[config.mk]
export PLATFORM = sky130hd
export DESIGN_NAME = ssh_initiator_flat
export DESIGN_NICKNAME = d
export VERILOG_FILES = /design/src/rtl/ssh_pkg.sv /design/src/rtl/ssh_link_if.sv /design/src/rtl/ssh_initiator.sv /design/src/flat_wrapper.sv
export SDC_FILE = /design/constraint.sdc
export NUM_CORES = 1
export LEC_CHECK = 0
export BUFFER_PORTS_ARGS = -buffer_cell sky130_fd_sc_hd__buf_2
export CORE_MARGIN = 5
export CORE_UTILIZATION = 55
export CTS_BUF_LIST = sky130_fd_sc_hd__clkbuf_4 sky130_fd_sc_hd__clkbuf_8 sky130_fd_sc_hd__clkbuf_16
export DETAILED_ROUTE_END_ITERATION = 7
export PLACE_DENSITY = 0.9
export SLEW_MARGIN = 20
export SYNTH_ARGS = -nofsm -noshare
export SYNTH_HDL_FRONTEND = slang
export SYNTH_SLANG_ARGS = --single-unit
[constraint.sdc]
create_clock -name clk_i -period 2.47 [get_ports clk_i]
set_clock_uncertainty 0.15 [all_clocks]
set_input_delay 0.494 -clock clk_i [delete_from_list [all_inputs] [get_ports clk_i]]
set_output_delay 0.494 -clock clk_i [all_outputs]
set_load 0.01 [all_outputs]
[src/rtl/ssh_pkg.sv]
// shared constants and types for the status and sense handler ends
package ssh_pkg;
  // message lengths in bytes
  localparam logic [2:0] STAT_BYTES  = 3'h2;
  localparam logic [2:0] SENSE_BYTES = 3'h4;
  localparam logic [2:0] CMD_BYTES   = 3'h6;

  // command block fields
  localparam logic [2:0] CLASS_BASIC  = 3'h0;
  localparam logic [4:0] OP_REQ_SENSE = 5'h03;
  localparam int         CLASS_MSB    = 7;
  localparam int         CLASS_LSB    = 5;
  localparam int         OPCODE_MSB   = 4;

  // status byte, sense byte 0 and sense byte 1 fields
  localparam int STAT_ERR_BIT = 1;
  localparam int SENSE_AV_BIT = 7;
  localparam int SENSE_Z_BIT  = 6;
  localparam int TYPE_MSB     = 5;
  localparam int TYPE_LSB     = 4;
  localparam int CODE_MSB     = 3;
  localparam int ADDR_HI_MSB  = 4;

  // error types
  localparam logic [1:0] ET_DRIVE = 2'h0;
  localparam logic [1:0] ET_CTRL  = 2'h1;
  localparam logic [1:0] ET_CMD   = 2'h2;
  localparam logic [1:0] ET_MISC  = 2'h3;

  // register offsets (byte addresses)
  localparam logic [7:0] REG_IRQ_STAT = 8'h00;
  localparam logic [7:0] REG_IRQ_MASK = 8'h04;
  localparam logic [7:0] REG_CTRL     = 8'h08;
  localparam logic [7:0] REG_RESULT   = 8'h0c;
  localparam logic [7:0] REG_SECTOR   = 8'h10;

  // interrupt status bits
  localparam int IRQ_DONE  = 0;
  localparam int IRQ_SENSE = 1;
  localparam int IRQ_BAD   = 2;
  localparam int IRQ_W     = 3;

  // control register: bit 0 auto sense, bits 3:1 unit number
  localparam logic [3:0] CTRL_RESET = 4'h1;
  localparam int         CTRL_AUTO  = 0;

  // link phase as {cd_n, io_n, msg_n}
  localparam logic [2:0] PH_STATUS = 3'h1;
  localparam logic [2:0] PH_MSG    = 3'h0;
  localparam logic [2:0] PH_CMD    = 3'h3;
  localparam logic [2:0] PH_DIN    = 3'h5;
  localparam logic [2:0] PH_FREE   = 3'h7;

  typedef enum logic [1:0] {I_WAIT, I_HOLD, I_FREE, I_SEL} ssh_ini_state_t;
  typedef enum logic [2:0] {T_IDLE, T_SELD, T_SETUP, T_REQ, T_REL, T_EXEC} ssh_tgt_state_t;
endpackage

[src/rtl/ssh_link_if.sv]
// byte bus between the initiator and the disk controller
`timescale 1ns/1ps
interface ssh_link_if;
  logic       req_n;    // controller request, low active
  logic       ack_n;    // initiator acknowledge, low active
  logic       sel_n;    // initiator select, low active
  logic       bsy_n;    // controller busy, low active
  logic       cd_n;     // low: control phase
  logic       io_n;     // low: byte moves to initiator
  logic       msg_n;    // low: message byte
  logic [7:0] tgt_data; // controller to initiator byte
  logic [7:0] ini_data; // initiator to controller byte

  modport initiator (
    input  req_n, bsy_n, cd_n, io_n, msg_n, tgt_data,
    output ack_n, sel_n, ini_data
  );
  modport target (
    input  ack_n, sel_n, ini_data,
    output req_n, bsy_n, cd_n, io_n, msg_n, tgt_data
  );
endinterface

[src/rtl/ssh_initiator.sv]
// initiator end: status intake, automatic sense request and sense decode
`timescale 1ns/1ps
module ssh_initiator
  import ssh_pkg::*;
(
  input  wire logic        clk_i,
  input  wire logic        rst_i,
  ssh_link_if.initiator    link,
  input  wire logic        wb_cyc_i,
  input  wire logic        wb_stb_i,
  input  wire logic        wb_we_i,
  input  wire logic [7:0]  wb_adr_i,
  input  wire logic [3:0]  wb_sel_i,
  input  wire logic [31:0] wb_dat_i,
  output logic      [31:0] wb_dat_o,
  output logic             wb_ack_o,
  output logic             irq_o
);
  ssh_ini_state_t state;
  logic [12:0]    s1;
  logic [12:0]    s2;
  logic           req_s;
  logic           bsy_s;
  logic [2:0]     phase_s;
  logic [7:0]     data_s;
  logic [2:0]     stat_cnt;
  logic [2:0]     cmd_idx;
  logic [2:0]     din_idx;
  logic [7:0]     stat_byte;
  logic [7:0]     sense [4];
  logic           in_sense;
  logic           last_msg;
  logic [IRQ_W-1:0] irq_stat;
  logic [IRQ_W-1:0] irq_mask;
  logic [3:0]     ctrl;
  logic           ev_done;
  logic           ev_sense;
  logic           ev_bad;
  logic           res_av;
  logic [1:0]     res_type;
  logic [3:0]     res_code;
  logic           res_known;
  logic [20:0]    sector;
  logic           wr_stb;
  logic           bus_req;

  // byte of the sense request command block
  function automatic logic [7:0] cmd_byte(input logic [2:0] i, input logic [2:0] unit);
    unique case (i)
      3'h0:    cmd_byte = {CLASS_BASIC, OP_REQ_SENSE};
      3'h1:    cmd_byte = {unit, 5'h00};
      default: cmd_byte = 8'h00;
    endcase
  endfunction

  // is a type and code pair one of the accepted errors
  function automatic logic code_ok(input logic [1:0] t, input logic [3:0] c);
    unique case (t)
      ET_DRIVE: code_ok = (c <= 4'h4) || (c == 4'h6) || (c == 4'h8);
      ET_CTRL:  code_ok = (c <= 4'h5) || (c == 4'h9) || (c == 4'ha)
                          || (c == 4'hc) || (c == 4'hd);
      ET_CMD:   code_ok = (c <= 4'h5);
      default:  code_ok = (c <= 4'h2);
    endcase
  endfunction

  // two flops on every pin from the controller
  always_ff @(posedge clk_i) begin
    if (rst_i) begin
      s1 <= 13'h1f_00;
      s2 <= 13'h1f_00;
    end else begin
      s1 <= {link.req_n, link.bsy_n, link.cd_n, link.io_n, link.msg_n, link.tgt_data};
      s2 <= s1;
    end
  end
  assign req_s   = s2[12];
  assign bsy_s   = s2[11];
  assign phase_s = s2[10:8];
  assign data_s  = s2[7:0];

  // byte handler: ack each byte, release ack only once req is back high
  always_ff @(posedge clk_i) begin
    if (rst_i) begin
      state         <= I_WAIT;
      link.ack_n    <= 1'b1;
      link.sel_n    <= 1'b1;
      link.ini_data <= 8'h00;
      stat_cnt      <= 3'h0;
      cmd_idx       <= 3'h0;
      din_idx       <= 3'h0;
      stat_byte     <= 8'h00;
      in_sense      <= 1'b0;
      last_msg      <= 1'b0;
      ev_done       <= 1'b0;
      ev_sense      <= 1'b0;
      for (int i = 0; i < 4; i++) sense[i] <= 8'h00;
    end else begin
      ev_done  <= 1'b0;
      ev_sense <= 1'b0;
      unique case (state)
        I_WAIT: if (!req_s && !bsy_s) begin
          last_msg   <= 1'b0;
          link.ack_n <= 1'b0;
          state      <= I_HOLD;
          unique case (phase_s)
            PH_STATUS: begin
              stat_byte <= data_s;
              stat_cnt  <= 3'h1;
            end
            PH_MSG: begin
              last_msg <= (stat_cnt == STAT_BYTES - 3'h1);
              stat_cnt <= 3'h0;
            end
            PH_CMD: begin
              link.ini_data <= cmd_byte(cmd_idx, ctrl[3:1]);
              if (cmd_idx != CMD_BYTES) cmd_idx <= cmd_idx + 3'h1;
            end
            PH_DIN: if (din_idx != SENSE_BYTES) begin
              sense[din_idx[1:0]] <= data_s;
              din_idx             <= din_idx + 3'h1;
            end
            default: ; // other phases are acknowledged and dropped
          endcase
        end
        I_HOLD: if (req_s) begin
          link.ack_n <= 1'b1;
          state      <= I_WAIT;
          // command finishes only on the second byte
          if (last_msg) begin
            if (in_sense) begin
              in_sense <= 1'b0;
              ev_sense <= (din_idx == SENSE_BYTES);
              ev_done  <= 1'b1;
            end else if (stat_byte[STAT_ERR_BIT] && ctrl[CTRL_AUTO]) begin
              state <= I_FREE;
            end else begin
              ev_done <= 1'b1;
            end
          end
        end
        // bus must be released before a new selection
        I_FREE: if (bsy_s) begin
          link.sel_n <= 1'b0;
          state      <= I_SEL;
        end
        I_SEL: if (!bsy_s) begin
          link.sel_n <= 1'b1;
          in_sense   <= 1'b1;
          cmd_idx    <= 3'h0;
          din_idx    <= 3'h0;
          state      <= I_WAIT;
        end
      endcase
    end
  end

  // decode latched when the sense block is complete
  always_ff @(posedge clk_i) begin
    if (rst_i) begin
      res_av    <= 1'b0;
      res_type  <= ET_DRIVE;
      res_code  <= 4'h0;
      res_known <= 1'b0;
      sector    <= 21'h00_0000;
      ev_bad    <= 1'b0;
    end else begin
      ev_bad <= 1'b0;
      if (ev_sense) begin
        res_av    <= sense[0][SENSE_AV_BIT];
        res_type  <= sense[0][TYPE_MSB:TYPE_LSB];
        res_code  <= sense[0][CODE_MSB:0];
        res_known <= code_ok(sense[0][TYPE_MSB:TYPE_LSB], sense[0][CODE_MSB:0]);
        ev_bad    <= ~code_ok(sense[0][TYPE_MSB:TYPE_LSB], sense[0][CODE_MSB:0]);
        // the address is only trusted with the valid flag set
        if (sense[0][SENSE_AV_BIT]) begin
          sector <= {sense[1][ADDR_HI_MSB:0], sense[2], sense[3]};
        end
      end
    end
  end

  // wishbone slave: one wait state, ack drops the cycle after
  assign bus_req = wb_cyc_i && wb_stb_i && !wb_ack_o;
  assign wr_stb  = bus_req && wb_we_i && wb_sel_i[0];

  always_ff @(posedge clk_i) begin
    if (rst_i) begin
      wb_ack_o <= 1'b0;
      wb_dat_o <= 32'h0000_0000;
    end else begin
      wb_ack_o <= bus_req;
      if (bus_req && !wb_we_i) begin
        unique case (wb_adr_i)
          REG_IRQ_STAT: wb_dat_o <= {29'h0000_0000, irq_stat};
          REG_IRQ_MASK: wb_dat_o <= {29'h0000_0000, irq_mask};
          REG_CTRL:     wb_dat_o <= {28'h000_0000, ctrl};
          REG_RESULT:   wb_dat_o <= {14'h0000, (state != I_WAIT) || in_sense, res_known,
                                     res_code, res_type, res_av, stat_byte[STAT_ERR_BIT],
                                     stat_byte};
          REG_SECTOR:   wb_dat_o <= {11'h000, sector};
          default:      wb_dat_o <= 32'h0000_0000; // unmapped reads zero
        endcase
      end
    end
  end

  // control and mask registers
  always_ff @(posedge clk_i) begin
    if (rst_i) begin
      ctrl     <= CTRL_RESET;
      irq_mask <= '0;
    end else if (wr_stb) begin
      if (wb_adr_i == REG_CTRL)     ctrl     <= wb_dat_i[3:0];
      if (wb_adr_i == REG_IRQ_MASK) irq_mask <= wb_dat_i[IRQ_W-1:0];
    end
  end

  // sticky events, write one to clear; a new event beats the clear
  always_ff @(posedge clk_i) begin
    if (rst_i) begin
      irq_stat <= '0;
    end else begin
      irq_stat <= (irq_stat & ~((wr_stb && wb_adr_i == REG_IRQ_STAT) ?
                                wb_dat_i[IRQ_W-1:0] : '0))
                  | {ev_bad, ev_sense, ev_done};
    end
  end
  assign irq_o = |(irq_stat & irq_mask);
endmodule

[src/flat_wrapper.sv]
// flat-port wrapper written by rule: the top's interface ports become plain ports
module ssh_initiator_flat import ssh_pkg::*;
  (clk_i, rst_i, wb_cyc_i, wb_stb_i, wb_we_i, wb_adr_i, wb_sel_i, wb_dat_i, wb_dat_o, wb_ack_o, irq_o, link_req_n, link_bsy_n, link_cd_n, link_io_n, link_msg_n, link_tgt_data, link_ack_n, link_sel_n, link_ini_data);
  ssh_link_if link_i ();
  input  wire logic clk_i;
  input  wire logic rst_i;
  input  wire logic wb_cyc_i;
  input  wire logic wb_stb_i;
  input  wire logic wb_we_i;
  input  wire logic [7:0] wb_adr_i;
  input  wire logic [3:0] wb_sel_i;
  input  wire logic [31:0] wb_dat_i;
  output logic      [31:0] wb_dat_o;
  output logic wb_ack_o;
  output logic irq_o;
  input wire logic [$bits(link_i.req_n)-1:0] link_req_n;
  input wire logic [$bits(link_i.bsy_n)-1:0] link_bsy_n;
  input wire logic [$bits(link_i.cd_n)-1:0] link_cd_n;
  input wire logic [$bits(link_i.io_n)-1:0] link_io_n;
  input wire logic [$bits(link_i.msg_n)-1:0] link_msg_n;
  input wire logic [$bits(link_i.tgt_data)-1:0] link_tgt_data;
  output wire logic [$bits(link_i.ack_n)-1:0] link_ack_n;
  output wire logic [$bits(link_i.sel_n)-1:0] link_sel_n;
  output wire logic [$bits(link_i.ini_data)-1:0] link_ini_data;
  assign link_i.req_n = link_req_n;
  assign link_i.bsy_n = link_bsy_n;
  assign link_i.cd_n = link_cd_n;
  assign link_i.io_n = link_io_n;
  assign link_i.msg_n = link_msg_n;
  assign link_i.tgt_data = link_tgt_data;
  assign link_ack_n = link_i.ack_n;
  assign link_sel_n = link_i.sel_n;
  assign link_ini_data = link_i.ini_data;
  ssh_initiator u_core (.clk_i(clk_i), .rst_i(rst_i), .link(link_i), .wb_cyc_i(wb_cyc_i), .wb_stb_i(wb_stb_i), .wb_we_i(wb_we_i), .wb_adr_i(wb_adr_i), .wb_sel_i(wb_sel_i), .wb_dat_i(wb_dat_i), .wb_dat_o(wb_dat_o), .wb_ack_o(wb_ack_o), .irq_o(irq_o));
endmodule
==> metrics.md <==
| Metric | Value |
|---|---|
| Top FF cell, synth | `dfxtp_1` |
| CTS H-tree depth | `4` |
| Routing usage on met2 | `34.41%` |
| Flop2flop setup slack | `0.11 ns` |
| Clock latency on the worst-skew pair | `0.53 ns` |
| Leak pwr | `2.634 nW` |
| Combinational Power Share | `3.4%` |
| Pint | `3.782 mW` |
| Area delta synth->final | `15.91%` |
| Post-Syn Instances | `591` |
| Routability cong. | `0.8606` |
| Type of the worst setup path | `reg2reg` |
| Highest clock rate | `0.4240 GHz` |
| Antenna violations before repair | `0` |
| Final Cycle Share | `95.48%` |
| Final setup fails | `0` |
| Post-Syn Area | `0.005717 mm²` |
| Detail Placement HPWL | `8453 µm` |
| Sequential element share of the synthesized area | `54.98%` |
| GRT Util Overall | `20.61%` |
| CTS clk-pin slew, worst paths | `0.06 ns` |
| CP required | `2.55 ns` |
| Boundary pin count | `106` |
| Initial Util | `55.88%` |
| Crit. End Element | `register` |
| DRC Markers | `0` |
| Setup TNS | `0 ns` |
| Min-delay worst type | `in2reg` |
| CP Data Arrival Time | `2.44 ns` |
| Root Driver | `clkbuf_8` |
| Drt first pass iters | `5` |
| Post-synth EDFFs | `28` |
| GRT overflow | `0` |
| Max FO, Critical Path | `10` |
| Total routed wirelength | `12500 µm` |
| Psw | `1.095 mW` |
| Core area | `0.01023 mm²` |
| Sequential power share | `50.1%` |
| Outcome | `finished, final reports clean` |
| Power density cells | `736.0 mW/mm²` |
| Row count | `37` |
| Layout cells sized above 1 | `19.15%` |
| Clk sinks | `143` |
| Yosys top cell area share | `40.27%` |
| Hold Vio Cnt, Final | `0` |
| Largest cells by area after synthesis | `dfxtp_1 40%, edfxtp_1 15%, nand2_1 5.3%` |
| Drt via density | `5.587` |
| Largest net degree at the start of global routing | `65` |
| Slew Viols, Final | `0` |
| Clock network power share | `46.5%` |
| Initial drt markers | `386` |
| WHS | `0.01211 ns` |
| CP Launch Type | `register` |
| Antenna Cells | `0` |
| DR WL/cell | `15.74 µm` |
| RSZ-0062 raised after global routing | `false` |
| Async SR Flop Fraction | `0%` |
| Clk buf depth | `2` |
| Met3 Track Usage GR | `5.978%` |
| Final #Nets | `713` |
| Maxcap violations | `0` |
| Minimum clock period after layout | `2.358 ns` |
| Mean post-synth cell area | `9.673 µm²` |
| Sw Share | `22.45%` |
| Die height | `112.0 µm` |
| Crit path from | `u_core.state[0]` |
| Antenna-violating nets left | `0` |
| Area leader, netlist | `dfxtp_1` |
| First-pass GRT wire length | `20970 µm` |
| # port buffers | `60` |
| Grt peak-use layer | `met2` |
| Vias in the first global route | `4488` |
| Commonest non-fill, non-tap cells in the layout | `115 x dfxtp_1, 80 x nand2_1, 60 x buf_2` |
| R2R Path End | `u_core.sense[1][3]` |
| Die W | `112.0 µm` |
| Inserted Clock Buffers | `17` |
| Worst r2r src | `u_core.state[0]` |
| CTS tree | `built` |
| Die ar. | `0.01253 mm²` |
| Via count | `4436` |
| Number of synthesis warnings | `0` |
| Worst vdd ir | `0.4766 mV` |
| Post-CTS Setup Bufs | `0` |
| FF-to-FF path depth | `5` |
| Max-slew headroom | `38.48%` |
| Grt met1 use | `24.78%` |
| Worst setup path end | `u_core.sense[1][3]` |
| Cell variety after synth | `55` |
| Most common cell after layout, fill and taps aside | `dfxtp_1` |
| Worst-Margin Slew | `0.9194 ns` |
| #FFs+latches synth | `143` |
-- logic make-up after synthesis --
| group | after synthesis | synth area share, % |
|---|---|---|
| fa+ha+maj | 6 | 1.313 |
| flops | 143 | 54.98 |
| mux | 22 | 4.333 |
| simple gates | 240 | 21.62 |
| compound gates | 112 | 11.97 |
| buf+inv | 67 | 5.712 |
| other cells | 1 | 0.06560 |
-- routing by layer --
| layer | up-vias | part of all wire (%) |
|---|---|---|
| met5 | - | 0 |
| met4 | 0 | 2.5 |
| met3 | 39 | 7.4 |
| met2 | 182 | 50 |
| met1 | 2091 | 40 |
| li1 | 2124 | - |
-- repair_timing --
item	CTS	global route
resized for setup	0	0
hold buffers	4	0
endpoints found under the hold margin	4	0
setup endpoints to repair	0	0
-- registers in the layout, summed over array words and instances, names as in the netlist, 8 cells and up, named ones only --
signal	cells
u_core.s1	13
u_core.s2	13
u_core.sector	21
u_core.sense	28
u_core.stat_byte	8
u_core.wb_dat_o	21
-- cells in the mapped netlist, types with 7 or more instances --
master / instances
dfxtp_1: 115
nand2_1: 80
a21oi_1: 43
nor2_1: 33
and2_1: 31
edfxtp_1: 28
o21ai_0: 27
clkbuf_1: 25
nor2b_1: 21
mux2i_1: 18
a22oi_1: 15
buf_4: 15
inv_1: 15
nand3_1: 15
or2_2: 13
nor3_1: 8
buf_1: 7
-- critical path: stages, from the launching register on --
cell and delay, ns:
dfxtp_1 0.40, nor4_1 0.54, and4_1 0.33, buf_4 0.18
and3_1 0.26, or2_2 0.21
-- power by group through the flow --
stage          Sequential [mW]  Clock, mW  Combinational [mW]
2_1_floorplan             2.48          0               0.118
3_3_place_gp              2.49          0               0.150
3_5_place_dp              2.49          0               0.157
4_1_cts                   2.44       2.28               0.164
5_1_grt                   2.44       2.40               0.183
6_report                  2.44       2.27               0.165
-- final cells by class --
type / count / area (µm²)
clock buffers: 19 / 446.7
clock inverters: 13 / 86.33
fillers: 731 / 3605
inverters: 15 / 56.30
multi-input cells: 394 / 2296
flip-flops and latches: 143 / 3143
well taps: 136 / 170.2
repair buffers: 74 / 427.9
-- metrics by stage --
stage               cell area [µm²]  setup WS (ns)  std cells  utilization (%)  total power [mW]
floorplan                      5766         0.3954        604                -             2.601
global placement               6053         0.2572        758            59.17             2.640
detailed placement             6053         0.2125        758            59.17             2.649
CTS                            6626         0.1504        794            64.77             4.888
global route                   6626       0.001479        794            64.77             5.031
finish                         6626         0.1117        794            64.77             4.877
-- worst min-delay path by stage --
| stage | start | endpoint | slack, ns | cells after the start |
|---|---|---|---|---|
| 2_1_floorplan | u_core.s1[10] | u_core.s2[10] | 0.24 | 1 |
| 3_3_place_gp | u_core.s1[10] | u_core.s2[10] | 0.24 | 1 |
| 3_5_place_dp | u_core.s1[8] | u_core.s2[8] | 0.24 | 1 |
| 4_1_cts | link_io_n | u_core.s1[9] | 0.01 | 2 |
| 5_1_grt | link_io_n | u_core.s1[9] | 0.007 | 2 |
| 6_report | link_io_n | u_core.s1[9] | 0.01 | 2 |
Note: power is estimated with default switching activity, not from simulation.
